===== src/floppy_mode_pkg.sv =====
// Constants shared by the floppy mode-command logic and its timer.
// Assumes a 10 MHz clock and a classic Wishbone master on the register side.
package floppy_mode_pkg;

	// Register indexes; the byte address is four times the index.
	localparam logic [7:0] DATA_IDX = 8'h00;
	localparam logic [7:0] STATUS_IDX = 8'h01;
	localparam logic [7:0] CTRL_IDX = 8'h02;
	localparam logic [7:0] FSEL_IDX = 8'hF1;

	// Command opcodes; the lock opcode carries the retain bit in bit 7.
	localparam logic [7:0] OP_CONFIGURE = 8'h13;
	localparam logic [7:0] OP_POWERDOWN = 8'h17;
	localparam logic [7:0] OP_PERPEND = 8'h12;
	localparam logic [7:0] OP_DUMPREG = 8'h0E;
	localparam logic [6:0] OP_LOCK = 7'h14;
	localparam logic [7:0] INVALID_ST0 = 8'h80;

	// Reset values of the configure fields.
	localparam logic EIS_RST = 1'b0;
	localparam logic FIFO_BYPASS_RST = 1'b1;
	localparam logic POLL_DIS_RST = 1'b0;
	localparam logic [3:0] THR_RST = 4'h0;
	localparam logic [7:0] PRECOMP_START_TRACK_RST = 8'h00;

	// Status register bit positions.
	localparam int ST_READY = 7;
	localparam int ST_DIR = 6;
	localparam int ST_BUSY = 4;
	localparam int ST_PDOWN = 3;
	localparam int ST_POLL = 2;
	localparam int ST_LOCK = 1;

	// Gap lengths in bytes for format and for rewrite.
	localparam logic [5:0] GAP2_STD = 6'd22;
	localparam logic [5:0] GAP2_1M = 6'd41;
	localparam logic [5:0] REWR_NONE = 6'd0;
	localparam logic [5:0] REWR_PERP = 6'd19;
	localparam logic [5:0] REWR_1M = 6'd38;

	// Powerdown timer: times in microseconds, clock period in ns.
	localparam int CLK_PERIOD_NS = 100;
	localparam int PD_SHORT_US = 10_000;
	localparam int PD_LONG_US = 500_000;
	localparam int PD_SHORT_CYC = PD_SHORT_US * 1000 / CLK_PERIOD_NS;
	localparam int PD_LONG_CYC = PD_LONG_US * 1000 / CLK_PERIOD_NS;
	localparam int PD_W = 23;

	// Parallel connector pin positions (pin number minus one).
	localparam int PIN_DS0 = 0;
	localparam int PIN_INDEX = 1;
	localparam int PIN_TRK0 = 2;
	localparam int PIN_WP = 3;
	localparam int PIN_RDATA = 4;
	localparam int PIN_DSKCHG = 5;
	localparam int PIN_MTR0 = 7;
	localparam int PIN_DS1 = 9;
	localparam int PIN_MTR1 = 10;
	localparam int PIN_WDATA = 11;
	localparam int PIN_WGATE = 12;
	localparam int PIN_DENSITY_CHOICE = 13;
	localparam int PIN_HDSEL = 14;
	localparam int PIN_DIR = 15;
	localparam int PIN_STEP = 16;
	localparam int PINS = 17;

endpackage : floppy_mode_pkg


===== src/powerdown_timer.sv =====
// Countdown timer that ends an idle period with a powerdown pulse.
// Assumes load and stop come from the command logic in the same clock.
module powerdown_timer #(
	parameter int unsigned SHORT_CYCLES = 100_000,
	parameter int unsigned LONG_CYCLES = 5_000_000
) (
	// Clock and reset.
	input wire logic clk_i,
	input wire logic rst_i,
	// Control.
	input wire logic load_i,
	input wire logic stop_i,
	input wire logic long_i,
	// Expiry pulse.
	output logic expired_o
);

	// Local copy of the counter width, so that size casts stay plain.
	localparam int CW = floppy_mode_pkg::PD_W;

	typedef struct packed {
		logic run;
		logic [CW-1:0] cnt;
		logic expired;
	} tmr_s;

	tmr_s q;
	tmr_s n;

	// Stop beats load so a wake-up never leaves a stale countdown running.
	always_comb begin
		n = q;
		n.expired = 1'b0;
		if (stop_i) begin
			n.run = 1'b0;
		end else if (load_i) begin
			n.run = 1'b1;
			n.cnt = long_i ? CW'(LONG_CYCLES - 1) : CW'(SHORT_CYCLES - 1);
		end else if (q.run) begin
			if (q.cnt == '0) begin
				n.run = 1'b0;
				n.expired = 1'b1;
			end else begin
				n.cnt = q.cnt - 1'b1;
			end
		end
		if (rst_i) begin
			n = '0;
		end
	end

	// State register.
	always_ff @(posedge clk_i) begin
		q <= n;
	end

	assign expired_o = q.expired;

endmodule : powerdown_timer


===== src/floppy_mode_command_logic.sv =====
// Mode-setting and diagnostic command handling of a floppy controller,
// with the parallel-port function select and pin multiplexer.
// Assumes a classic Wishbone master and a floppy core on the user side.
module floppy_mode_command_logic #(
	parameter int unsigned SHORT_CYCLES = floppy_mode_pkg::PD_SHORT_CYC,
	parameter int unsigned LONG_CYCLES = floppy_mode_pkg::PD_LONG_CYC
) (
	// Clock and reset.
	input wire logic clk_i,
	input wire logic rst_i,
	// Wishbone slave.
	input wire logic cyc_i,
	input wire logic stb_i,
	input wire logic we_i,
	input wire logic [9:2] adr_i,
	input wire logic [3:0] sel_i,
	input wire logic [31:0] dat_i,
	output logic [31:0] dat_o,
	output logic ack_o,
	// Settings seen by the floppy core.
	output logic implied_seek_enable_o,
	output logic fifo_bypass_o,
	output logic poll_disable_o,
	output logic [3:0] fifo_threshold_o,
	output logic [7:0] precomp_start_track_o,
	output logic [3:0] perpendicular_o,
	output logic [5:0] gap2_format_len_o,
	output logic [5:0] gap2_rewrite_len_o,
	output logic powered_down_o,
	output logic poll_event_o,
	// Floppy core drive signals.
	input wire logic drive_select_0_n_i,
	input wire logic drive_select_1_n_i,
	input wire logic motor_on_0_n_i,
	input wire logic motor_on_1_n_i,
	input wire logic write_data_n_i,
	input wire logic write_gate_n_i,
	input wire logic density_choice_i,
	input wire logic head_select_n_i,
	input wire logic step_direction_n_i,
	input wire logic step_pulse_n_i,
	output logic index_pulse_n_o,
	output logic track_zero_n_o,
	output logic write_protect_n_o,
	output logic read_data_n_o,
	output logic disk_change_n_o,
	// Printer core side of the connector.
	input wire logic [16:0] prn_out_i,
	input wire logic [16:0] prn_oe_i,
	output logic [16:0] prn_in_o,
	// Connector pins.
	input wire logic [16:0] pin_i,
	output logic [16:0] pin_o,
	output logic [16:0] pin_oe_o
);

	typedef enum logic [1:0] {IDLE, PARAM, RESULT} phase_e;

	typedef struct packed {
		phase_e state;
		logic [7:0] opcode;
		logic [1:0] pcount;
		logic [2:0] rcount;
		logic [2:0] ridx;
		logic [3:0][7:0] res;
		logic implied_seek_enable;
		logic fifo_bypass;
		logic poll_dis;
		logic [3:0] thr;
		logic [7:0] precomp_start_track;
		logic dly;
		logic auto_powerdown_enable;
		logic lock;
		logic [3:0] drv;
		logic format_spacing_select;
		logic wg;
		logic pdown;
		logic poll_evt;
		logic [7:0] fsel;
		logic ack;
		logic [31:0] dat;
		logic [3:0] perp;
		logic [5:0] gap_len;
		logic [5:0] rewr_len;
		logic [16:0] pout;
		logic [16:0] poe;
		logic [16:0] prn_in;
		logic [4:0] fdd_in;
	} state_s;

	state_s q;
	state_s n;

	logic acc;
	logic wr;
	logic rd;
	logic [7:0] b;
	logic soft_rst;
	logic tmr_load;
	logic tmr_stop;
	logic tmr_expired;
	logic floppy_mode;
	logic [16:0] fout;
	logic [16:0] foe;

	// A new access is taken only while no answer is pending.
	assign acc = cyc_i & stb_i & ~q.ack;
	assign wr = acc & we_i & sel_i[0];
	assign rd = acc & ~we_i;
	assign b = dat_i[7:0];
	assign soft_rst = wr && adr_i == floppy_mode_pkg::CTRL_IDX && b[0];

	// Floppy signals placed on their connector positions.
	always_comb begin
		fout = '1;
		foe = '0;
		foe[floppy_mode_pkg::PIN_DS0] = 1'b1;
		foe[floppy_mode_pkg::PIN_MTR0] = 1'b1;
		foe[floppy_mode_pkg::PIN_DS1] = 1'b1;
		foe[floppy_mode_pkg::PIN_MTR1] = 1'b1;
		foe[floppy_mode_pkg::PIN_WDATA] = 1'b1;
		foe[floppy_mode_pkg::PIN_WGATE] = 1'b1;
		foe[floppy_mode_pkg::PIN_DENSITY_CHOICE] = 1'b1;
		foe[floppy_mode_pkg::PIN_HDSEL] = 1'b1;
		foe[floppy_mode_pkg::PIN_DIR] = 1'b1;
		foe[floppy_mode_pkg::PIN_STEP] = 1'b1;
		// Drive-1-only mode moves drive 1 onto the first select and motor.
		if (q.fsel[0]) begin
			fout[floppy_mode_pkg::PIN_DS0] = drive_select_1_n_i;
			fout[floppy_mode_pkg::PIN_MTR0] = motor_on_1_n_i;
		end else begin
			fout[floppy_mode_pkg::PIN_DS0] = drive_select_0_n_i;
			fout[floppy_mode_pkg::PIN_MTR0] = motor_on_0_n_i;
			fout[floppy_mode_pkg::PIN_DS1] = drive_select_1_n_i;
			fout[floppy_mode_pkg::PIN_MTR1] = motor_on_1_n_i;
		end
		fout[floppy_mode_pkg::PIN_WDATA] = write_data_n_i;
		fout[floppy_mode_pkg::PIN_WGATE] = write_gate_n_i;
		fout[floppy_mode_pkg::PIN_DENSITY_CHOICE] = density_choice_i;
		fout[floppy_mode_pkg::PIN_HDSEL] = head_select_n_i;
		fout[floppy_mode_pkg::PIN_DIR] = step_direction_n_i;
		fout[floppy_mode_pkg::PIN_STEP] = step_pulse_n_i;
	end

	// The mux follows the stored select; reading the next value would
	// loop the pin path back through the next-state logic.
	assign floppy_mode = q.fsel[1];

	// Next-state logic for bus, command sequencer and pin multiplexer.
	always_comb begin
		n = q;
		n.ack = acc;
		n.dat = '0;
		tmr_load = 1'b0;
		tmr_stop = 1'b0;
		if (rd) begin
			if (adr_i == floppy_mode_pkg::DATA_IDX) begin
				if (q.state == RESULT) begin
					n.dat = {24'h0000_00, q.res[q.ridx[1:0]]};
					n.ridx = q.ridx + 3'h1;
					if (q.ridx + 3'h1 == q.rcount) begin
						n.state = IDLE;
						tmr_load = q.auto_powerdown_enable;
					end
				end
			end else if (adr_i == floppy_mode_pkg::STATUS_IDX) begin
				n.dat[floppy_mode_pkg::ST_READY] = 1'b1;
				n.dat[floppy_mode_pkg::ST_DIR] = q.state == RESULT;
				n.dat[floppy_mode_pkg::ST_BUSY] = q.state != IDLE;
				n.dat[floppy_mode_pkg::ST_PDOWN] = q.pdown;
				n.dat[floppy_mode_pkg::ST_POLL] = q.poll_evt;
				n.dat[floppy_mode_pkg::ST_LOCK] = q.lock;
			end else if (adr_i == floppy_mode_pkg::FSEL_IDX) begin
				n.dat = {24'h0000_00, q.fsel};
			end
		end
		if (wr && adr_i == floppy_mode_pkg::FSEL_IDX) begin
			n.fsel = b;
		end
		// Command bytes; bytes written during the result phase are dropped.
		if (wr && adr_i == floppy_mode_pkg::DATA_IDX) begin
			if (q.state == IDLE) begin
				n.opcode = b;
				n.pdown = 1'b0;
				tmr_stop = 1'b1;
				n.poll_evt = 1'b0;
				n.ridx = '0;
				n.rcount = 3'h1;
				n.state = RESULT;
				if (b == floppy_mode_pkg::OP_CONFIGURE) begin
					n.state = PARAM;
					n.pcount = 2'h2;
				end else if (b == floppy_mode_pkg::OP_POWERDOWN) begin
					n.state = PARAM;
					n.pcount = 2'h1;
				end else if (b == floppy_mode_pkg::OP_PERPEND) begin
					n.state = PARAM;
					n.pcount = 2'h1;
				end else if (b[6:0] == floppy_mode_pkg::OP_LOCK) begin
					n.lock = b[7];
					n.res[0] = {3'h0, b[7], 4'h0};
				end else if (b == floppy_mode_pkg::OP_DUMPREG) begin
					n.rcount = 3'h4;
					n.res[0] = q.precomp_start_track;
					n.res[1] = {1'b0, q.implied_seek_enable, q.fifo_bypass, q.poll_dis, q.thr};
					n.res[2] = {q.lock, 3'h0, q.drv};
					n.res[3] = {4'h0, q.format_spacing_select, q.wg, q.dly, q.auto_powerdown_enable};
				end else begin
					n.res[0] = floppy_mode_pkg::INVALID_ST0;
				end
			end else if (q.state == PARAM) begin
				n.pcount = q.pcount - 2'h1;
				if (q.opcode == floppy_mode_pkg::OP_CONFIGURE) begin
					if (q.pcount == 2'h2) begin
						n.implied_seek_enable = b[6];
						n.fifo_bypass = b[5];
						n.poll_dis = b[4];
						n.thr = b[3:0];
					end else begin
						n.precomp_start_track = b;
					end
				end else if (q.opcode == floppy_mode_pkg::OP_POWERDOWN) begin
					n.dly = b[1];
					n.auto_powerdown_enable = b[0];
					n.res[0] = {6'h00, b[1:0]};
				end else begin
					if (b[7]) begin
						n.drv = b[5:2];
					end
					n.format_spacing_select = b[1];
					n.wg = b[0];
				end
				if (q.pcount == 2'h1) begin
					if (q.opcode == floppy_mode_pkg::OP_POWERDOWN) begin
						n.state = RESULT;
					end else begin
						n.state = IDLE;
						tmr_load = n.auto_powerdown_enable;
					end
				end
			end
		end
		// Expiry only counts while still idle with powerdown enabled.
		if (tmr_expired && q.auto_powerdown_enable && n.state == IDLE) begin
			n.pdown = 1'b1;
		end
		// Software reset; locked FIFO settings survive it.
		if (soft_rst) begin
			n.state = IDLE;
			n.implied_seek_enable = floppy_mode_pkg::EIS_RST;
			n.poll_dis = floppy_mode_pkg::POLL_DIS_RST;
			n.poll_evt = 1'b1;
			n.format_spacing_select = 1'b0;
			n.wg = 1'b0;
			tmr_stop = 1'b1;
			if (!q.lock) begin
				n.fifo_bypass = floppy_mode_pkg::FIFO_BYPASS_RST;
				n.thr = floppy_mode_pkg::THR_RST;
				n.precomp_start_track = floppy_mode_pkg::PRECOMP_START_TRACK_RST;
			end
		end
		// Effective per-drive mode and gap lengths.
		case ({n.format_spacing_select, n.wg})
			2'b00: begin
				n.perp = n.drv;
				n.gap_len = floppy_mode_pkg::GAP2_STD;
				n.rewr_len = floppy_mode_pkg::REWR_NONE;
			end
			2'b01: begin
				n.perp = 4'hF;
				n.gap_len = floppy_mode_pkg::GAP2_STD;
				n.rewr_len = floppy_mode_pkg::REWR_PERP;
			end
			2'b10: begin
				n.perp = 4'h0;
				n.gap_len = floppy_mode_pkg::GAP2_STD;
				n.rewr_len = floppy_mode_pkg::REWR_NONE;
			end
			default: begin
				n.perp = 4'hF;
				n.gap_len = floppy_mode_pkg::GAP2_1M;
				n.rewr_len = floppy_mode_pkg::REWR_1M;
			end
		endcase
		// The printer core loses the connector in floppy mode.
		if (floppy_mode) begin
			n.pout = fout;
			n.poe = foe;
			n.prn_in = '1;
			n.fdd_in = {pin_i[floppy_mode_pkg::PIN_INDEX],
				pin_i[floppy_mode_pkg::PIN_TRK0],
				pin_i[floppy_mode_pkg::PIN_WP],
				pin_i[floppy_mode_pkg::PIN_RDATA],
				pin_i[floppy_mode_pkg::PIN_DSKCHG]};
		end else begin
			n.pout = prn_out_i;
			n.poe = prn_oe_i;
			n.prn_in = pin_i;
			n.fdd_in = '1;
		end
		// Hardware reset restores every default.
		if (rst_i) begin
			n = '0;
			n.state = IDLE;
			n.implied_seek_enable = floppy_mode_pkg::EIS_RST;
			n.fifo_bypass = floppy_mode_pkg::FIFO_BYPASS_RST;
			n.poll_dis = floppy_mode_pkg::POLL_DIS_RST;
			n.thr = floppy_mode_pkg::THR_RST;
			n.precomp_start_track = floppy_mode_pkg::PRECOMP_START_TRACK_RST;
			n.poll_evt = 1'b1;
			n.gap_len = floppy_mode_pkg::GAP2_STD;
			n.prn_in = '1;
			n.fdd_in = '1;
		end
	end

	// All state advances together on the clock.
	always_ff @(posedge clk_i) begin
		q <= n;
	end

	powerdown_timer #(
		.SHORT_CYCLES(SHORT_CYCLES),
		.LONG_CYCLES(LONG_CYCLES)
	) u_timer (
		.clk_i(clk_i),
		.rst_i(rst_i),
		.load_i(tmr_load),
		.stop_i(tmr_stop),
		.long_i(q.dly),
		.expired_o(tmr_expired)
	);

	// Outputs come straight from the state register.
	assign dat_o = q.dat;
	assign ack_o = q.ack;
	assign implied_seek_enable_o = q.implied_seek_enable;
	assign fifo_bypass_o = q.fifo_bypass;
	assign poll_disable_o = q.poll_dis;
	assign fifo_threshold_o = q.thr;
	assign precomp_start_track_o = q.precomp_start_track;
	assign perpendicular_o = q.perp;
	assign gap2_format_len_o = q.gap_len;
	assign gap2_rewrite_len_o = q.rewr_len;
	assign powered_down_o = q.pdown;
	assign poll_event_o = q.poll_evt;
	assign {index_pulse_n_o, track_zero_n_o, write_protect_n_o,
		read_data_n_o, disk_change_n_o} = q.fdd_in;
	assign prn_in_o = q.prn_in;
	assign pin_o = q.pout;
	assign pin_oe_o = q.poe;
endmodule : floppy_mode_command_logic


===== config.mk =====
export PLATFORM = sky130hd
export DESIGN_NAME = floppy_mode_command_logic
export DESIGN_NICKNAME = d
export VERILOG_FILES = /design/src/floppy_mode_pkg.sv /design/src/powerdown_timer.sv /design/src/floppy_mode_command_logic.sv
export SDC_FILE = /design/constraint.sdc
export NUM_CORES = 1
export LEC_CHECK = 0
export ABC_CLOCK_PERIOD_IN_PS = 5000
export BUFFER_PORTS_ARGS = -buffer_cell sky130_fd_sc_hd__buf_2
export CORE_MARGIN = 2
export CORE_UTILIZATION = 45
export DETAILED_ROUTE_END_ITERATION = 12
export PLACE_DENSITY_LB_ADDON = 0.3
export SLEW_MARGIN = 20
export SYNTH_ARGS = -nofsm -noshare
export SYNTH_HDL_FRONTEND = slang
export SYNTH_SLANG_ARGS = --single-unit

===== constraint.sdc =====
create_clock -name clk_i -period 5 [get_ports clk_i]
set_input_delay 0.25 -clock clk_i [delete_from_list [all_inputs] [get_ports clk_i]]
set_output_delay 0.25 -clock clk_i [all_outputs]
set_load 0.01 [all_outputs]

---- Word level (Yosys, flattened, before mapping) ----
Index checks and enable logic that the tools add are counted.
cells by class
  add/sub/neg operators ................... 3
  magnitude comparators ................... 1
  eq/ne operators ......................... 23
  mux-type cells .......................... 93
  bitwise gates (word level) .............. 17
  reductions and logical operators ........ 33
operator list
  kind                                                count
  2-to-1 mux 32 bit                                   4
  2-to-1 mux 8 bit                                    10
  2-to-1 mux 76 bit                                   1
  2-to-1 mux 56 bit                                   1
  2-to-1 mux 25 bit                                   2
  2-to-1 mux 24 bit                                   2
  one-hot mux 16 bit (3 select lines)                 1
  2-to-1 mux 23 bit                                   2
  2-to-1 mux 2 bit                                    22
  == test 8 x 5 -> 1 bit, second input constant       5
  2-to-1 mux 20 bit                                   2
  2-to-1 mux 30 bit                                   1
  2-to-1 mux 1 bit                                    25
  2-to-1 mux 3 bit                                    8
  2-to-1 mux 6 bit                                    4
  zero test 23 bit                                    1
  subtractor 23 x 1 -> 23 bit, second input constant  1
  2-to-1 mux 17 bit                                   1
  binary-select mux 8 bit (select 2 bit)              1
  2-to-1 mux 15 bit                                   1
  2-to-1 mux 14 bit                                   1
  AND reduction 7 bit                                 2
  2-to-1 mux 12 bit                                   1
  inverter 1 bit                                      12
  other kinds (26)                                    59
storage, ports and cells
  register bits ........................... 206
  bits of input ports ..................... 110
  output and inout port bits .............. 122
  word-level logic and storage cells ...... 206

---- Logic depth before layout (Yosys ltp) ----
Gate-level depths: netlist (run 1).
  depth in word-level cells ............... 14
  depth in mapped cells ................... 9
  gate-level depth less buffers ........... 9

---- Hierarchy ----
From an unflattened synthesis (run 1), not the netlist that was laid out.
unflattened totals
  cells, all modules ...................... 865
  area total of the unflattened synthesis .. 7882.6 µm²
modules (own cells, without submodules)
  module                     instances  cells an instance  area an instance (µm²)  seq. area each (µm²)
  floppy_mode_command_logic  1          666                6331.1                  2942.8
  powerdown_timer            1          199                1551.5                  500.5

---- Worst setup path after synthesis (run 1) ----
Ideal clock, no wire load.
  path type ............................... flip-flop to flip-flop
  start ................................... register q[176] (netlist bit)
  end ..................................... register u_timer.q[16] (netlist bit)
  library setup time ...................... 0.117 ns
  data arrival time ....................... 1.826 ns
  required time ........................... 4.883 ns
  setup slack ............................. 3.057 ns
  stages on the path, launching flop included .. 8
  path buffers ............................ 1
  clock period less this slack ............ 1.943 ns
  cells stage by stage .................... dfxtp_1 -> xor3_1 -> nor3_1 -> a22o_1 -> and2_1 -> buf_2 -> o21ai_0 -> a22o_1
between the ends
  word-level cells in the longest chain between the ends .. 12
  elaborated cells on any way between the ends .. 14
  those cells by class .................... 2 x eq/ne; 10 x mux; 2 x reduce/logical
RTL lines
  what                                                                         RTL line                          source
  start: declaration                                                           floppy_mode_command_logic.sv:91   state_s q;
  start signal: assignment                                                     floppy_mode_command_logic.sv:319  q <= n;
  == test 3 bit *                                                              floppy_mode_command_logic.sv:161  if (q.ridx + 3'h1 == q.rcount) begin
  2-to-1 mux 1 bit *                                                           floppy_mode_command_logic.sv:161
  2-to-1 mux 1 bit *                                                           floppy_mode_command_logic.sv:158  if (q.state == RESULT) begin
  2-to-1 mux 1 bit *                                                           floppy_mode_command_logic.sv:157  if (adr_i == floppy_mode_pkg::DATA_IDX) begin
  2-to-1 mux 1 bit *                                                           floppy_mode_command_logic.sv:156  if (rd) begin
  2-to-1 mux 1 bit                                                             floppy_mode_command_logic.sv:234  if (q.opcode == floppy_mode_pkg::OP_POWERDOWN) begin
  2-to-1 mux 1 bit                                                             floppy_mode_command_logic.sv:233  if (q.pcount == 2'h1) begin
  2-to-1 mux 1 bit                                                             floppy_mode_command_logic.sv:211  end else if (q.state == PARAM) begin
  2-to-1 mux 1 bit                                                             floppy_mode_command_logic.sv:182  if (q.state == IDLE) begin
  2-to-1 mux 1 bit *                                                           floppy_mode_command_logic.sv:181  if (wr && adr_i == floppy_mode_pkg::DATA_IDX) begin
  != test 2 bit (no source line) / nonzero test 2 bit (equally long branches)  n/a
  AND reduction 3 bit (no source line)                                         n/a
  end signal: assignment                                                       powerdown_timer.sv:54             q <= n;
  end: declaration                                                             powerdown_timer.sv:27             tmr_s q;
Every way passes the cells marked *; elsewhere a longest branch is shown, timed or not.
A chain may end at the register's enable or synchronous reset.

---- Worst setup path after layout (run 1) ----
  start ................................... register q[171] (netlist bit)
  end ..................................... register u_timer.q[15] (netlist bit)
between the ends
  word-level cells in the longest chain between the ends .. 13
  elaborated cells on any way between the ends .. 15
  those cells by class .................... 1 x add/sub; 2 x eq/ne; 10 x mux; 2 x reduce/logical
RTL lines
  what                                                                         RTL line
  adder 3 x 1 -> 3 bit *                                                       floppy_mode_command_logic.sv:161
  == test 3 bit *                                                              floppy_mode_command_logic.sv:161
  2-to-1 mux 1 bit *                                                           floppy_mode_command_logic.sv:161
  2-to-1 mux 1 bit *                                                           floppy_mode_command_logic.sv:158
  2-to-1 mux 1 bit *                                                           floppy_mode_command_logic.sv:157
  2-to-1 mux 1 bit *                                                           floppy_mode_command_logic.sv:156
  2-to-1 mux 1 bit                                                             floppy_mode_command_logic.sv:234
  2-to-1 mux 1 bit                                                             floppy_mode_command_logic.sv:233
  2-to-1 mux 1 bit                                                             floppy_mode_command_logic.sv:211
  2-to-1 mux 1 bit                                                             floppy_mode_command_logic.sv:182
  2-to-1 mux 1 bit *                                                           floppy_mode_command_logic.sv:181
  != test 2 bit (no source line) / nonzero test 2 bit (equally long branches)  n/a
  AND reduction 3 bit (no source line)                                         n/a
Marked as above.

==> results of run 1 <==
[cell usage in the layout, fill, tap and decap left out, types with 6 or more instances in the layout]
| cell | instances |
|---|---|
| and2_1 | 10 |
| nand2b_1 | 9 |
| clkbuf_16 | 17 |
| mux2i_1 | 57 |
| a22oi_1 | 7 |
| buf_2 | 178 |
| nor2_1 | 139 |
| o21ai_0 | 6 |
| nand3_1 | 16 |
| conb_1 | 25 |
| inv_1 | 20 |
| a211oi_1 | 6 |
| o31ai_1 | 7 |
| a21oi_1 | 32 |
| nor3_1 | 23 |
| nor2b_1 | 9 |
| o32ai_1 | 7 |
| dlygate4sd3_1 | 6 |
| nand4_1 | 12 |
| dfxtp_1 | 171 |
| nand2_1 | 40 |
| or3_1 | 19 |
[synthesized netlist by cell type (4+ instances only)]
library cell	number
a211oi_1	6
a21o_1	4
a21oi_1	32
a222oi_1	5
a22oi_1	7
a31oi_1	5
a32oi_1	4
and2_1	10
and3_1	4
buf_2	7
buf_4	114
clkbuf_1	30
dfxtp_1	172
ha_1	4
inv_1	20
mux2i_1	57
mux4_2	4
nand2_1	40
nand2b_1	9
nand3_1	16
nand4_1	12
nor2_1	139
nor2b_1	9
nor3_1	23
nor4_1	5
o21ai_0	6
o22ai_1	5
o31ai_1	7
o32ai_1	7
or3_1	19
or4_1	4
xor2_1	4
[state kept, by name, summed over array words and instances, names as in the netlist, 2 cells and up]
signal	cells
fifo_threshold_o	4
pin_oe_o	17
dat_o	8
u_timer.q	24
perpendicular_o	4
q	57
precomp_start_track_o	8
pin_o	17
prn_in_o	17
gap2_format_len_o	2
[cells by family after synthesis]
kind of cell | count (synthesis)
XOR/XNOR | 7
AND/OR/NAND/NOR | 323
other | 1
adder cells (fa/ha/maj) | 4
buffers and inverters | 176
flip-flops | 172
AO/OA/AOI/OAI | 113
multiplexers | 64
[stage by stage]
stage	hold slack [ps]	instances	worst slack, ps
global placement	429.7	1136	2143
global route	3.103	1174	1858
CTS	0.3729	1172	2116
finish	16.42	1174	2077
floorplan	348.8	884	3057
detailed placement	433.9	1136	2149
[routing by layer]
| metal | track usage (%) | wire length, um |
|---|---|---|
| met3 | 5.183 | 1638 |
| met5 | 0 | 13 |
| met1 | 27.79 | 8616 |
| met4 | 7.465 | 427 |
| met2 | 32.33 | 8748 |
[where the power goes]
| part | switching [mW] | internal, mW | total [mW] | leakage [nW] |
|---|---|---|---|---|
| logic | 0.0905 | 0.0581 | 0.149 | 1.96 |
| registers | 0.00498 | 1.39 | 1.40 | 1.40 |
| clock network | 0.578 | 0.740 | 1.32 | 0.292 |
[path summary, 6_finish.rpt]
kind	slack [ps]	depth (start not counted)	to	start
max	2080	7	u_timer.q[15]	q[171]
min	20	2	prn_in_o[12]	pin_i[12]
max reg2reg	2080	7	u_timer.q[15]	q[171]
min reg2reg	450	2	q[143]	q[143]
[final cells by class]
class | instances | share of cell area [%]
Sequential cell | 172 | 39.32
Tap cell | 225 | 3.213
Clock inverter | 12 | 1.400
Inverter | 21 | 0.8997
Multi-Input combinational cell | 536 | 38.65
Timing Repair Buffer | 188 | 11.20
Clock buffer | 20 | 5.327
[timing repair]
| item | CTS | global route |
|---|---|---|
| hold endpoints to repair | 4 | 2 |
| hold buffers | 4 | 2 |
| setup endpoints to repair | 0 | 0 |
==> results by group, run 1 <==
Die
  – Core area: 17180 um^2
  – Initial Util: 45.67%
  – Die Height: 136.0 um
  – FP Rows: 48
  – Die Width: 136.0 um
  – Num ports: 232
  – DIE AREA: 18500 um^2

Hold path
  – Hold crit path type: input port to flop

Finish
  – Layout area overhead: 11.69%
  – Layout cells sized above 1: 25.82%
  – Util after Layout: 51.01%
  – Register area: 3445 um^2
  – Fillers: 1656
  – # nets final: 1050
  – Number of antenna diodes: 0
  – Area of the multi-input gates: 3386 um^2
  – Final instance area: 8761 um^2

Global route
  – Vias in the first global route: 5638
  – First-pass GRT wire length: 30.07 mm
  – Largest net degree at the start of global routing: 82
  – Total Routing Usage GR: 20.73%
  – Initial antenna violation count: 1
  – Global route overflow: 0

Route
  – Vias/cell: 5.323
  – DRT Wirelength: 19.45 mm
  – Drt first-iter violations: 465
  – DR WL/cell: 16.56 um
  – DRC: 0
  – DRT Pass-1 Iters: 5
  – Antenna-violating nets left: 0
  – Via count: 6249

Yosys
  – Biggest area consumer among synthesized cells: dfxtp_1
  – Synth Area in XOR/XNOR: 0.9730%
  – Post-synthesis async set-or-reset flop share: 0%
  – Netlist cell types: 76
  – Largest cells by area after synthesis: dfxtp_1 (44%), buf_4 (11%), mux2i_1 (7.3%), nor2_1 (6.7%), a21oi_1 (2.0%)
  – Synthesized area: 7844 um^2
  – Synth Register Bits: 172
  – Avg Cell Area, Syn: 9.121 um^2
  – Top cell type's share of synthesized area: 43.90%
  – Syn. warnings: 0
  – Mux cell area share after synthesis: 8.853%
  – Post-synthesis compound-gate area fraction: 10.50%
  – Synth Area in Adders: 0.6381%
  – Primary FF master, synth: dfxtp_1
  – Simple-Gate Fraction of Synth Area: 21.01%
  – Seq/Total Area, Yosys: 43.90%
  – Cell count after synthesis: 860
  – EDFF count, synth: 0
  – Largest family of logic cells by synthesized area: simple AND/OR/NAND/NOR gates

Timing
  – Highest Clock Rate: 342.1 MHz
  – Relative slew margins: 31.64%
  – Final hold vios: 0
  – Fin Setup TNS: 0 ps
  – RSZ-0062 raised after global routing: false
  – Final Max Tran Viols: 0
  – Setup violators final: 0
  – Max Clock Skew: 11.15 ps
  – Final min period: 2923 ps
  – Tcrit/Tclk final: 58.46%
  – Pin slew with the least headroom to its limit: 1022 ps

Pwr
  – Peak supply drop: 0.2330 mV
  – Pwr dens: 326.8 nW/um^2
  – Tot Pwr: 2.863 mW
  – Leak pwr: 3.653 nW

CTS
  – Max clock buf depth: 2
  – CTS tree: done
  – Setup bufs post-CTS: 0
  – Post_cts resized: 0
  – Num CTS Buffers: 17
  – Clk sinks: 172
  – H-tree depth: 4
  – Root buffer cell: clkbuf_16
  – Clk Latency, worst-skew pair: 420 ps
  – Worst-path clk slew: 70 ps

Setup path
  – CP max FO: 17
  – CP max stage cell: dfxtp_1
  – Critical Path End Type: flop
  – CP peak stage delay: 730 ps
  – WP buf/inv: 0
  – Largest delay share family, worst path: simple AND/OR/NAND/NOR gates
  – Crit path cell chain: ha_1 -> xor3_1 -> nor3_1 -> a22o_1 -> nand2_1 -> o311ai_0 -> a31oi_1
  – Required time of the critical path: 5270 ps
  – Critical path data arrival time: 3190 ps
  – Critical setup path kind: flop to flop
  – Setup crit start kind: flop

Status
  – Status: complete, no violations

Place
  – Post-DP HPWL: 13.79 mm
  – Area post-placement: 8112 um^2
  – Count of input and output buffers: 179
  – Routability Congestion: 0.9074

Job
  – Max-cap violation count: 0
No activity file was read; power rests on OpenSTA's default activity.
==> run 2: changes to the inputs <==
--- a/config.mk
+++ b/config.mk
@@ -5,7 +5,7 @@
 export SDC_FILE = /design/constraint.sdc
 export NUM_CORES = 1
 export LEC_CHECK = 0
-export ABC_CLOCK_PERIOD_IN_PS = 5000
+export ABC_CLOCK_PERIOD_IN_PS = 2900
 export BUFFER_PORTS_ARGS = -buffer_cell sky130_fd_sc_hd__buf_2
 export CORE_MARGIN = 2
 export CORE_UTILIZATION = 45
==> constraint.sdc (replaced) <==
create_clock -name clk_i -period 2.9 [get_ports clk_i]
set_input_delay 0.145 -clock clk_i [delete_from_list [all_inputs] [get_ports clk_i]]
set_output_delay 0.145 -clock clk_i [all_outputs]
set_load 0.01 [all_outputs]
==> results by group, run 2 (synthesis gave the netlist of run 1 again) <==
Status
  – Status: finished, violations left
  – Failing checks: negative hold slack

Global route
  – Total Routing Usage GR: 21.71%
  – Initial antenna violation count: 1
  – First-pass GRT wire length: 31.21 mm
  – Global route overflow: 0
  – Vias in the first global route: 5958
  – Largest net degree at the start of global routing: 80

Timing
  – RSZ-0062 raised after global routing: false
  – Final hold vios: 1
  – Final Max Tran Viols: 0
  – Highest Clock Rate: 390.3 MHz
  – Setup violators final: 0
  – Hold WS: -1.744 ps
  – Final min period: 2562 ps
  – Fin Setup TNS: 0 ps
  – Pin slew with the least headroom to its limit: 837.5 ps
  – Tcrit/Tclk final: 88.35%
  – Relative slew margins: 44.16%
  – Max Clock Skew: 9.544 ps

Setup path
  – CP max stage cell: o31ai_4
  – CP peak stage delay: 560 ps
  – Crit path cell chain: nor4_1 -> nand3b_1 -> o31ai_4 -> a31oi_4 -> nand2_2 -> inv_2 -> a22o_1
  – Largest delay share family, worst path: simple AND/OR/NAND/NOR gates
  – CP max FO: 10
  – Reg2reg start: u_timer.q[19]
  – Setup crit start kind: flop
  – WP buf/inv: 1
  – R2R Path End: u_timer.q[16]
  – Critical path data arrival time: 2880 ps
  – Reg2Reg Setup Slack: 340 ps
  – Critical setup path kind: flop to flop
  – Reg2Reg Depth: 7
  – Critical Path End Type: flop
  – Required time of the critical path: 3220 ps

Hold path
  – Hold_sp: prn_out_i[15]
  – Hold crit path type: input port to flop
  – Hold endpoint: pin_o[15]
  – Hold path depth: 3

Finish
  – Max reg flops: 57
  – Register area: 3445 um^2
  – Layout cells sized above 1: 25.20%
  – Area of the multi-input gates: 3386 um^2
  – Fillers: 1558
  – Most frequent cells in the layout: buf_2 (178), dfxtp_1 (171), nor2_1 (139), mux2i_1 (57), dlygate4sd3_1 (57)
  – Number of antenna diodes: 0
  – Largest Register: q
  – Layout area overhead: 18.98%
  – Leading cell type in the layout, fill and taps excluded: buf_2
  – Biggest regs: q (57), u_timer.q (24)
  – # nets final: 1115

CTS
  – CTS tree: done
  – Num CTS Buffers: 17
  – H-tree depth: 4
  – Max clock buf depth: 2
  – Clk Latency, worst-skew pair: 430 ps
  – Post_cts resized: 0
  – Worst-path clk slew: 70 ps
  – Setup bufs post-CTS: 0
  – Root buffer cell: clkbuf_16
  – Clk sinks: 172

Route
  – Via count: 6446
  – DRC: 0
  – DRT Wirelength: 20.36 mm
  – Drt first-iter violations: 432
  – Vias/cell: 5.211
  – DRT Pass-1 Iters: 8
  – DR WL/cell: 16.46 um
  – Antenna-violating nets left: 0

Die
  – Die Height: 136.0 um
  – Initial Util: 45.67%
  – Num ports: 232
  – Core area: 17180 um^2
  – DIE AREA: 18500 um^2
  – Die Width: 136.0 um
  – FP Rows: 48

Place
  – Post-DP HPWL: 14.00 mm
  – Routability Congestion: 0.9165
  – Count of input and output buffers: 179

Job
  – Max-cap violation count: 0

Pwr
  – Pwr dens: 522.6 nW/um^2
  – Peak supply drop: 0.4155 mV
  – Tot Pwr: 4.878 mW
  – Leak pwr: 3.905 nW
-- run 2: layout make-up --
cell class	instances	share of cell area [%]
Clock buffer	19	4.639
Clock inverter	11	1.207
Inverter	21	0.8446
Multi-Input combinational cell	536	36.28
Sequential cell	172	36.91
Tap cell	225	3.016
Timing Repair Buffer	253	17.11
-- run 2: power by group --
part / switching (mW) / total, mW / internal (mW)
sequential: 0.0104 / 2.41 / 2.40
clock: 0.961 / 2.15 / 1.19
combinational: 0.171 / 0.319 / 0.148
-- run 2: worst max-delay path by stage --
stage,from,to,slack [ps],depth (start not counted)
after global placement,u_timer.q[19],u_timer.q[16],480,7
after global routing,u_timer.q[19],u_timer.q[17],230,6
after detailed placement,u_timer.q[19],u_timer.q[16],450,7
after floorplan,q[176],u_timer.q[16],960,7
after CTS,u_timer.q[19],u_timer.q[16],430,7
final,u_timer.q[19],u_timer.q[16],340,7
-- run 2: through the flow --
step	cells	setup slack (ps)	util, %	area (um^2)
2_1_floorplan	884	957.4	-	7934
3_3_place_gp	1150	484.8	47.84	8217
3_5_place_dp	1150	455.0	47.84	8217
4_1_cts	1237	429.3	54.33	9333
5_1_grt	1237	225.6	54.33	9333
6_report	1237	338.0	54.33	9333
-- run 2: worst reg2reg max path, delay by kind of cell, from the launching register on --
kind,cells,cell delay [ps]
and+or+nand+nor,3,1060
AOI/OAI and AO/OA,3,970
DFF,1,330
buffers and inverters,1,90
-- run 2: timing repair --
action / 4_1_cts / 5_1_grt
setup endpoints to repair: 0 / 0
endpoints found under the hold margin: 55 / 0
hold buffers: 57 / 0
-- run 2: layer usage --
metal | track usage, % | wire, um | up-vias
li1 | - | - | 3142
met1 | 28.44 | 9031 | 3012
met2 | 34.90 | 9477 | 267
met3 | 5.295 | 1443 | 23
met4 | 7.581 | 393 | 2
met5 | 0 | 13 | -
